--- config.mk ---
export PLATFORM = sky130hd
export DESIGN_NAME = isc_top
export DESIGN_NICKNAME = d
export VERILOG_FILES = /design/src/logic/isc_pkg.sv /design/src/logic/isc_cfg_if.sv /design/src/logic/isc_regs.sv /design/src/logic/isc_steer.sv /design/src/logic/isc_top.sv
export SDC_FILE = /design/constraint.sdc
export NUM_CORES = 1
export LEC_CHECK = 0
export ABC_AREA = 1
export BUFFER_PORTS_ARGS = -buffer_cell sky130_fd_sc_hd__buf_2
export CORE_MARGIN = 1.5
export CORE_UTILIZATION = 50
export DETAILED_ROUTE_END_ITERATION = 8
export GPL_TIMING_DRIVEN = 0
export HOLD_SLACK_MARGIN = 0.03
export PLACE_DENSITY = 0.95
export RECOVER_POWER = 50
export SYNTH_ARGS = -nofsm -noshare
export SYNTH_HDL_FRONTEND = slang
export SYNTH_HIERARCHICAL = 1
export SYNTH_SLANG_ARGS = --single-unit
--- constraint.sdc ---
create_clock -name clk -period 3.85 [get_ports clk]
set_clock_uncertainty 0.2 [all_clocks]
set_input_delay 0.385 -clock clk [delete_from_list [all_inputs] [get_ports clk]]
set_output_delay 0.385 -clock clk [all_outputs]
set_load 0.02 [all_outputs]
--- src/logic/isc_pkg.sv ---
// constants shared by the drive socket control logic
package isc_pkg;

	// ********************************************************
	// bus geometry
	// ********************************************************
	localparam int          ADDR_W        = 30;
	localparam int          DATA_W        = 8;
	localparam int          REG_CNT       = 5;
	localparam int          IDX_W         = 3;

	// ********************************************************
	// register byte addresses
	// ********************************************************
	localparam logic [29:0] SUPPLY_STATUS_ADDR        = 30'h0200_1000;
	localparam logic [29:0] INTERFACE_DMA_CONFIG_ADDR = 30'h0200_1002;
	localparam logic [29:0] DRIVE_RESET_READY_ADDR    = 30'h0200_1004;
	localparam logic [29:0] LINE_DRIVER_ENABLES_ADDR  = 30'h0200_1006;
	localparam logic [29:0] DRIVE_POWER_CONTROL_ADDR  = 30'h0200_1008;

	localparam logic [2:0]  IDX_SUPPLY    = 3'h0;
	localparam logic [2:0]  IDX_IFDMA     = 3'h1;
	localparam logic [2:0]  IDX_RSTRDY    = 3'h2;
	localparam logic [2:0]  IDX_BUFEN     = 3'h3;
	localparam logic [2:0]  IDX_POWER     = 3'h4;
	localparam logic [2:0]  IDX_NONE      = 3'h7;

	// ********************************************************
	// drive socket areas
	// ********************************************************
	localparam logic [29:0] AREA0_BASE    = 30'h2000_0000;
	localparam logic [29:0] AREA1_BASE    = 30'h2000_0800;
	localparam int          AREA_SPAN_LSB = 12;
	localparam int          AREA_SEL_BIT  = 11;
	localparam int          DMA_ACK_HI_BIT = 21;
	localparam int          DMA_ACK_LO_BIT = 13;

	// ********************************************************
	// field positions
	// ********************************************************
	localparam int          BIT_BOARD_SUPPLY_GOOD  = 2;
	localparam int          BIT_TRUE_DISK_MODE     = 0;
	localparam int          BIT_DMA_MODE_ENABLE    = 2;
	localparam int          BIT_DMA_CHANNEL_SELECT = 3;
	localparam int          BIT_DRIVE_RESET_N      = 1;
	localparam int          BIT_DRIVE_READY        = 3;
	localparam int          BIT_DATA_BUF_EN        = 0;
	localparam int          BIT_ADDR_CTRL_BUF_EN   = 1;
	localparam int          BIT_INPUT_BUF_EN       = 2;
	localparam int          BIT_DRIVE_POWER_ENABLE = 0;
	localparam int          BIT_SUPPLY_VOLT_SELECT = 1;
	localparam int          BIT_DRIVE_POWER_GOOD   = 3;

	// ********************************************************
	// reset values
	// ********************************************************
	localparam logic        RST_DMA_MODE_ENABLE    = 1'h0;
	localparam logic        RST_DMA_CHANNEL_SELECT = 1'h0;
	localparam logic        RST_DRIVE_RESET_N      = 1'h0;
	localparam logic [2:0]  RST_BUF_EN             = 3'h0;
	localparam logic        RST_DRIVE_POWER_ENABLE = 1'h0;

	// ********************************************************
	// bus access sequencer
	// ********************************************************
	typedef enum logic [2:0] {
		ACC_IDLE = 3'b001,
		ACC_RD   = 3'b010,
		ACC_WR   = 3'b100
	} isc_acc_t;

endpackage : isc_pkg

--- src/logic/isc_cfg_if.sv ---
// configuration carried from the register store to the socket steering
`timescale 1ns/1ns
interface isc_cfg_if;
	logic       dma_mode_enable;
	logic       dma_channel_select;
	logic       drive_reset_n;
	logic [2:0] buf_en;
	logic       drive_power_enable;

	modport store (
		output dma_mode_enable,
		output dma_channel_select,
		output drive_reset_n,
		output buf_en,
		output drive_power_enable
	);
	modport user (
		input  dma_mode_enable,
		input  dma_channel_select,
		input  drive_reset_n,
		input  buf_en,
		input  drive_power_enable
	);
endinterface : isc_cfg_if

--- src/logic/isc_regs.sv ---
// writable register bits of the drive socket control
`timescale 1ns/1ns
module isc_regs (
	input  wire logic                       clk,
	input  wire logic                       arst_n,
	input  wire logic                       wr_stb,
	input  wire logic [2:0]                 wr_idx,
	input  wire logic [isc_pkg::DATA_W-1:0] wr_data,
	isc_cfg_if.store                        cfg
);
	logic       dma_en_r;
	logic       dma_ch_r;
	logic       rst_n_r;
	logic [2:0] buf_en_r;
	logic       pwr_r;

	wire wr_ifdma  = wr_stb && (wr_idx == isc_pkg::IDX_IFDMA);
	wire wr_rstrdy = wr_stb && (wr_idx == isc_pkg::IDX_RSTRDY);
	wire wr_bufen  = wr_stb && (wr_idx == isc_pkg::IDX_BUFEN);
	wire wr_power  = wr_stb && (wr_idx == isc_pkg::IDX_POWER);

	// only the documented writable bits are stored; the rest drop writes
	always_ff @(posedge clk or negedge arst_n) begin
		if (!arst_n) begin
			dma_en_r <= isc_pkg::RST_DMA_MODE_ENABLE;
			dma_ch_r <= isc_pkg::RST_DMA_CHANNEL_SELECT;
			rst_n_r  <= isc_pkg::RST_DRIVE_RESET_N;
			buf_en_r <= isc_pkg::RST_BUF_EN;
			pwr_r    <= isc_pkg::RST_DRIVE_POWER_ENABLE;
		end else begin
			if (wr_ifdma) begin
				dma_en_r <= wr_data[isc_pkg::BIT_DMA_MODE_ENABLE];
				dma_ch_r <= wr_data[isc_pkg::BIT_DMA_CHANNEL_SELECT];
			end
			if (wr_rstrdy)
				rst_n_r <= wr_data[isc_pkg::BIT_DRIVE_RESET_N];
			if (wr_bufen)
				buf_en_r <= wr_data[2:0];
			if (wr_power)
				pwr_r <= wr_data[isc_pkg::BIT_DRIVE_POWER_ENABLE];
		end
	end

	assign cfg.dma_mode_enable    = dma_en_r;
	assign cfg.dma_channel_select = dma_ch_r;
	assign cfg.drive_reset_n      = rst_n_r;
	assign cfg.buf_en             = buf_en_r;
	assign cfg.drive_power_enable = pwr_r;
endmodule : isc_regs

--- src/logic/isc_steer.sv ---
// card select steering and dma acknowledge for the drive socket
`timescale 1ns/1ns
module isc_steer (
	input  wire logic                       sock_access,
	input  wire logic [isc_pkg::ADDR_W-1:0] addr,
	isc_cfg_if.user                         cfg,
	output logic                            card_select_area0_n,
	output logic                            card_select_area1_n,
	output logic                            dma_acknowledge
);
	// the socket window covers both 2 KB areas; a11 picks one of them
	wire in_window = (addr[isc_pkg::ADDR_W-1:isc_pkg::AREA_SPAN_LSB]
	                  == isc_pkg::AREA0_BASE[isc_pkg::ADDR_W-1:isc_pkg::AREA_SPAN_LSB]);
	wire hit       = sock_access && in_window;
	wire pick_hi   = addr[isc_pkg::AREA_SEL_BIT];

	// width strobes are not looked at, so byte and halfword cycles select alike
	assign card_select_area0_n = !(hit && !pick_hi);
	assign card_select_area1_n = !(hit && pick_hi);

	// dma acknowledge is a separate decode, independent of the socket window
	assign dma_acknowledge = sock_access && cfg.dma_mode_enable
	                         && addr[isc_pkg::DMA_ACK_HI_BIT]
	                         && !addr[isc_pkg::DMA_ACK_LO_BIT];
endmodule : isc_steer

--- src/logic/isc_top.sv ---
// drive socket control block: register port, card selects and dma acknowledge
`timescale 1ns/1ns
module isc_top (
	input  wire logic                       clk,
	input  wire logic                       arst_n,
	input  wire logic [isc_pkg::ADDR_W-1:0] bus_addr,
	input  wire logic                       reg_sel_n,
	input  wire logic                       sock_sel_n,
	input  wire logic                       bus_rd_n,
	input  wire logic                       bus_wr_n,
	input  wire logic [isc_pkg::DATA_W-1:0] bus_data_in,
	output logic      [isc_pkg::DATA_W-1:0] bus_data_out,
	output logic                            bus_data_oe,
	input  wire logic                       board_supply_good,
	input  wire logic                       drive_ready,
	input  wire logic                       drive_power_good,
	output logic                            card_select_area0_n,
	output logic                            card_select_area1_n,
	output logic                            dma_acknowledge,
	output logic                            dma_mode_enable,
	output logic                            dma_channel_select,
	output logic                            drive_reset_n,
	output logic                            data_buffer_enable,
	output logic                            addr_ctrl_buffer_enable,
	output logic                            input_buffer_enable,
	output logic                            drive_power_enable,
	output logic                            true_disk_mode_select,
	output logic                            supply_voltage_select
);
	// ********************************************************
	// address decode
	// ********************************************************
	// odd addresses and unmapped words resolve to no register
	function automatic logic [2:0] reg_index(input logic [isc_pkg::ADDR_W-1:0] a);
		logic [2:0] idx;
		idx = isc_pkg::IDX_NONE;
		if (a == isc_pkg::SUPPLY_STATUS_ADDR)
			idx = isc_pkg::IDX_SUPPLY;
		else if (a == isc_pkg::INTERFACE_DMA_CONFIG_ADDR)
			idx = isc_pkg::IDX_IFDMA;
		else if (a == isc_pkg::DRIVE_RESET_READY_ADDR)
			idx = isc_pkg::IDX_RSTRDY;
		else if (a == isc_pkg::LINE_DRIVER_ENABLES_ADDR)
			idx = isc_pkg::IDX_BUFEN;
		else if (a == isc_pkg::DRIVE_POWER_CONTROL_ADDR)
			idx = isc_pkg::IDX_POWER;
		return idx;
	endfunction : reg_index

	wire [2:0] acc_idx  = reg_index(bus_addr);
	wire       reg_rd   = !reg_sel_n && !bus_rd_n && bus_wr_n;
	wire       reg_wr   = !reg_sel_n && !bus_wr_n && bus_rd_n;
	wire       sock_acc = !sock_sel_n && (!bus_rd_n || !bus_wr_n);

	// ********************************************************
	// access sequencer
	// ********************************************************
	// a write strobe may last many clocks; storing once per strobe keeps
	// side effects single even if a future bit gains write-to-act meaning
	isc_pkg::isc_acc_t acc_r;
	isc_pkg::isc_acc_t acc_nxt;

	always_comb begin
		acc_nxt = acc_r;
		case (acc_r)
			isc_pkg::ACC_IDLE: begin
				if (reg_wr)
					acc_nxt = isc_pkg::ACC_WR;
				else if (reg_rd)
					acc_nxt = isc_pkg::ACC_RD;
			end
			isc_pkg::ACC_RD: begin
				if (!reg_rd)
					acc_nxt = isc_pkg::ACC_IDLE;
			end
			isc_pkg::ACC_WR: begin
				if (!reg_wr)
					acc_nxt = isc_pkg::ACC_IDLE;
			end
			default: acc_nxt = isc_pkg::ACC_IDLE;
		endcase
	end

	always_ff @(posedge clk or negedge arst_n) begin
		if (!arst_n)
			acc_r <= isc_pkg::ACC_IDLE;
		else
			acc_r <= acc_nxt;
	end

	wire wr_stb = reg_wr && (acc_r == isc_pkg::ACC_IDLE);

	// ********************************************************
	// register store and steering
	// ********************************************************
	isc_cfg_if cfg ();

	isc_regs u_regs (
		.clk     (clk),
		.arst_n  (arst_n),
		.wr_stb  (wr_stb),
		.wr_idx  (acc_idx),
		.wr_data (bus_data_in),
		.cfg     (cfg.store)
	);

	isc_steer u_steer (
		.sock_access         (sock_acc),
		.addr                (bus_addr),
		.cfg                 (cfg.user),
		.card_select_area0_n (card_select_area0_n),
		.card_select_area1_n (card_select_area1_n),
		.dma_acknowledge     (dma_acknowledge)
	);

	// ********************************************************
	// read data
	// ********************************************************
	logic [isc_pkg::DATA_W-1:0] rd_mux;

	always_comb begin
		rd_mux = '0;
		if (acc_idx == isc_pkg::IDX_SUPPLY) begin
			rd_mux[isc_pkg::BIT_BOARD_SUPPLY_GOOD] = board_supply_good;
		end else if (acc_idx == isc_pkg::IDX_IFDMA) begin
			rd_mux[isc_pkg::BIT_TRUE_DISK_MODE]     = 1'b1;
			rd_mux[isc_pkg::BIT_DMA_MODE_ENABLE]    = cfg.dma_mode_enable;
			rd_mux[isc_pkg::BIT_DMA_CHANNEL_SELECT] = cfg.dma_channel_select;
		end else if (acc_idx == isc_pkg::IDX_RSTRDY) begin
			rd_mux[isc_pkg::BIT_DRIVE_RESET_N] = cfg.drive_reset_n;
			rd_mux[isc_pkg::BIT_DRIVE_READY]   = drive_ready;
		end else if (acc_idx == isc_pkg::IDX_BUFEN) begin
			rd_mux[2:0] = cfg.buf_en;
		end else if (acc_idx == isc_pkg::IDX_POWER) begin
			rd_mux[isc_pkg::BIT_DRIVE_POWER_ENABLE] = cfg.drive_power_enable;
			rd_mux[isc_pkg::BIT_SUPPLY_VOLT_SELECT] = 1'b1;
			rd_mux[isc_pkg::BIT_DRIVE_POWER_GOOD]   = drive_power_good;
		end
	end

	// status inputs are sampled every cycle of the read so a long strobe sees live levels
	logic [isc_pkg::DATA_W-1:0] rdata_r;

	always_ff @(posedge clk or negedge arst_n) begin
		if (!arst_n)
			rdata_r <= '0;
		else if (reg_rd)
			rdata_r <= rd_mux;
	end

	// data is valid from the second clock of a read strobe
	assign bus_data_out = rdata_r;
	assign bus_data_oe  = reg_rd && (acc_r == isc_pkg::ACC_RD);

	// ********************************************************
	// board outputs
	// ********************************************************
	assign dma_mode_enable         = cfg.dma_mode_enable;
	assign dma_channel_select      = cfg.dma_channel_select;
	assign drive_reset_n           = cfg.drive_reset_n;
	assign data_buffer_enable      = cfg.buf_en[isc_pkg::BIT_DATA_BUF_EN];
	assign addr_ctrl_buffer_enable = cfg.buf_en[isc_pkg::BIT_ADDR_CTRL_BUF_EN];
	assign input_buffer_enable     = cfg.buf_en[isc_pkg::BIT_INPUT_BUF_EN];
	assign drive_power_enable      = cfg.drive_power_enable;
	// fixed straps: memory mode and 3 V supply cannot be chosen for this socket
	assign true_disk_mode_select   = 1'b1;
	assign supply_voltage_select   = 1'b1;
endmodule : isc_top

==> flow_metrics.env <==
export IMPL_worst_ir_drop_on_vdd_v=0.000261
export IMPL_dpl_hpwl_um=2710
export IMPL_finalCriticalPeriod_ns=1.91
export IMPL_power_per_cell_area_nw_per_um2=221
export IMPL_wirelength_um=3240
export IMPL_number_of_buffers_created_by_cts=3
export IMPL_areaGrowthSynthToFinish_pct=26.9
export IMPL_tritoncts="yes"
export IMPL_finalWorstSetupSlack_ns=1.94
export IMPL_max_freq_mhz=524
export IMPL_critical_path_startpoint="bus_addr[5]"
export IMPL_setup_viol=0
export IMPL_clock_insertion_delay_worst_skew_ns=0.28
export IMPL_routedWlPerCell_um=9.85
export IMPL_largest_net_degree_at_the_start_of_global_routing=15
export IMPL_antenna_cells=0
export IMPL_floorplan_core_area_um2=2540
export IMPL_synthesis_yosys_warnings=6
export IMPL_synthDominantCellAreaShare_pct=23.7
export IMPL_cts_setup_buffers=0
export IMPL_cp_end_kind="flip-flop"
export IMPL_worstPathRequired_ns=3.83
export IMPL_die_h_um=55.4
export IMPL_place_ws_ns=1.77
export IMPL_hold_slack_ns=0.136
export IMPL_drt_pre_antenna_iters=4
export IMPL_drt_initial_drc_count=82
export IMPL_syn_instance_count=233
export IMPL_crit_path_max_fanout=4
export IMPL_average_cell_area_after_synthesis_um2=5.89
export IMPL_synth_area_leaders="sky130_fd_sc_hd__dfrtp_1 24%, sky130_fd_sc_hd__nand2_1 15%, sky130_fd_sc_hd__nor2_1 12%"
export IMPL_clock_tree_root_buffer_cell="sky130_fd_sc_hd__clkbuf_4"
export IMPL_floorplan_initialDensity_pct=53.9
export IMPL_cts_sinks=14
export IMPL_rows=18
export IMPL_synth_edff_count=0
export IMPL_synth_distinct_cells=25
export IMPL_grt_pass1_vias=1491
export IMPL_hold_vio_cnt_final=0
export IMPL_finalWeightedCongestion=0.818
export IMPL_nets=347
export IMPL_period_share_pct=49.6
export IMPL_ctsResizeCount=0
export IMPL_hold_path_startpoint="bus_data_in[3]"
export IMPL_grt_antenna_before_repair=0
export IMPL_via_count_of_the_routed_design=1578
export IMPL_route_antenna_remaining_nets=0
export IMPL_timing_worst_setup_path_type="in2reg"
export IMPL_fin_tns_setup_ns=0
export IMPL_timing_max_transition_violations_final=0
export IMPL_standby_leakage_power_nw=0.988
export IMPL_grt_setup_unrepaired="no"
export IMPL_cts_clk_slew_worst_paths_ns=0.08
export IMPL_place_inst=324
export IMPL_max_buffers_root_to_sink=2
export IMPL_drt_vias_per_instance=4.80
export IMPL_synth_area_um2=1370
export IMPL_top_level_ports=68
export IMPL_run_status="finished, final reports clean"
export IMPL_globalRoute_totalOverflow=0
export IMPL_hold_buffers=1
export IMPL_grt_first_pass_wirelength_um=6070
export IMPL_placement_io_buffers=57
export IMPL_drcViolationCount=0
export IMPL_die_outline_area_um2=3070
export IMPL_seq_area_frac_synth_pct=25.6
export IMPL_max_cap_violations=0
export IMPL_finalNonFillerCells=329
export IMPL_synth_most_common_cell="sky130_fd_sc_hd__nand2_1"
export IMPL_worst_pin_slew_ns=0.752
export IMPL_worst_hold_path_type="in2reg"
export IMPL_regToRegStartpoint="acc_r[0]"
export IMPL_htree_num_levels=1
export IMPL_post_synth_most_frequent_cells="56 x sky130_fd_sc_hd__nand2_1, 45 x sky130_fd_sc_hd__nor2_1, 39 x sky130_fd_sc_hd__inv_1"
export IMPL_relSlewSlack_pct=49.9
export IMPL_globalRouteTotalUtil_pct=23.7
export IMPL_final_layout_size_suffix_gt1_share_pct=26.8
export IMPL_horizontal_extent_of_the_die_um=55.4
export IMPL_crit_path_start_kind="primary input"
export IMPL_synthDominantAreaCellType="sky130_fd_sc_hd__dfrtp_1"
export IMPL_postSynthRegisterBits=14
export IMPL_asyncSetResetFlopFracSynth_pct=100
export IMPL_synthFlopType="sky130_fd_sc_hd__dfrtp_1"
export IMPL_final_util_pct=68.4
export IMPL_worst_ep_arrival_time_ns=1.89
## worst paths after layout
check / cells after the start / slack [ns] / to
min in group asynchronous: 2 / 0.46 / bus_data_out[1]
worst max register to register: 7 / 2.21 / u_regs/cfg.dma_channel_select
worst min register to register: 2 / 0.29 / bus_data_out[1]
max in group asynchronous: 2 / 2.51 / u_regs/cfg.buf_en[0]
worst max-delay path: 13 / 1.94 / u_regs/cfg.dma_channel_select
worst min-delay path: 3 / 0.14 / u_regs/cfg.dma_channel_select
## cells by family (layout without fill, tap and decap cells)
kind of cell	Yosys count	after routing	share of synthesized area, %
AO/OA/AOI/OAI	7	7	3.28
buffers and inverters	47	109	14.5
AND/OR/NAND/NOR	163	163	56.1
other	2	6	0.547
flip-flops	14	14	25.6
## final cells by class
type	instances	area, µm²
Buffer	6	45.0
Clock buffer	4	36.3
Fill cell	251	803
Inverter	41	154
Multi-Input combinational cell	176	830
Sequential cell	14	352
Tap cell	30	37.5
Timing Repair Buffer	58	288
## where the power goes
part           switching [mW]  internal [mW]
sequential            0.00750          0.160
clock                  0.0529         0.0577
combinational          0.0644         0.0421
## state kept, by name (all words and copies together), names as in the netlist
name,count
acc_r,3
bus_data_out,4
u_regs/cfg.buf_en,3
u_regs/cfg.dma_channel_select,1
u_regs/cfg.dma_mode_enable,1
u_regs/cfg.drive_power_enable,1
u_regs/cfg.drive_reset_n,1
## metal layers
metal	vias to the layer above	routed length [µm]	global-route usage (%)
li1	844	-	-
met2	59	1480	40.5
met1	665	1470	30.6
met3	10	226	2.81
met5	-	0	0
met4	0	74	8.71
## worst max-delay path: stages
cell	delay [ns]
sky130_fd_sc_hd__buf_2	0.10
sky130_fd_sc_hd__nor2_2	0.10
sky130_fd_sc_hd__inv_1	0.05
sky130_fd_sc_hd__nor2_1	0.24
sky130_fd_sc_hd__nand3_1	0.19
sky130_fd_sc_hd__nor2_1	0.19
sky130_fd_sc_hd__inv_1	0.07
sky130_fd_sc_hd__o211ai_1	0.10
sky130_fd_sc_hd__inv_1	0.11
sky130_fd_sc_hd__nor2_2	0.16
sky130_fd_sc_hd__nand2_1	0.09
sky130_fd_sc_hd__nand2_1	0.06
sky130_fd_sc_hd__nand2_1	0.04
## placed cells by master, fill, tap and decap left out
cell and count:
sky130_fd_sc_hd__clkbuf_4 3, sky130_fd_sc_hd__dfrtp_1 13, sky130_fd_sc_hd__nand4_2 1, sky130_fd_sc_hd__nand3_2 1, sky130_fd_sc_hd__nand3_1 33, sky130_fd_sc_hd__buf_4 6
sky130_fd_sc_hd__buf_2 51, sky130_fd_sc_hd__nor2_4 2, sky130_fd_sc_hd__nor2_2 9, sky130_fd_sc_hd__nor3b_1 1, sky130_fd_sc_hd__nor3_1 3, sky130_fd_sc_hd__nand2_2 2
sky130_fd_sc_hd__nor4_2 1, sky130_fd_sc_hd__clkbuf_8 1, sky130_fd_sc_hd__a41o_1 1, sky130_fd_sc_hd__clkbuf_1 6, sky130_fd_sc_hd__o21ai_0 3, sky130_fd_sc_hd__dfstp_1 1
sky130_fd_sc_hd__nand2_1 56, sky130_fd_sc_hd__nand4_1 5, sky130_fd_sc_hd__nand3b_1 1, sky130_fd_sc_hd__o211ai_1 2, sky130_fd_sc_hd__inv_2 2, sky130_fd_sc_hd__dlygate4sd3_1 1
sky130_fd_sc_hd__nor2_8 1, sky130_fd_sc_hd__a21oi_1 1, sky130_fd_sc_hd__nor2_1 46, sky130_fd_sc_hd__and3_1 1, sky130_fd_sc_hd__inv_1 39, sky130_fd_sc_hd__conb_1 6
## per-stage QoR
stage	area (µm²)	power, mW
6_report	1740	0.385
5_1_grt	1740	0.417
4_1_cts	1760	0.389
3_5_place_dp	1710	0.278
3_3_place_gp	1710	0.275
2_1_floorplan	1390	0.237
Power figures use the tool's default switching activity.
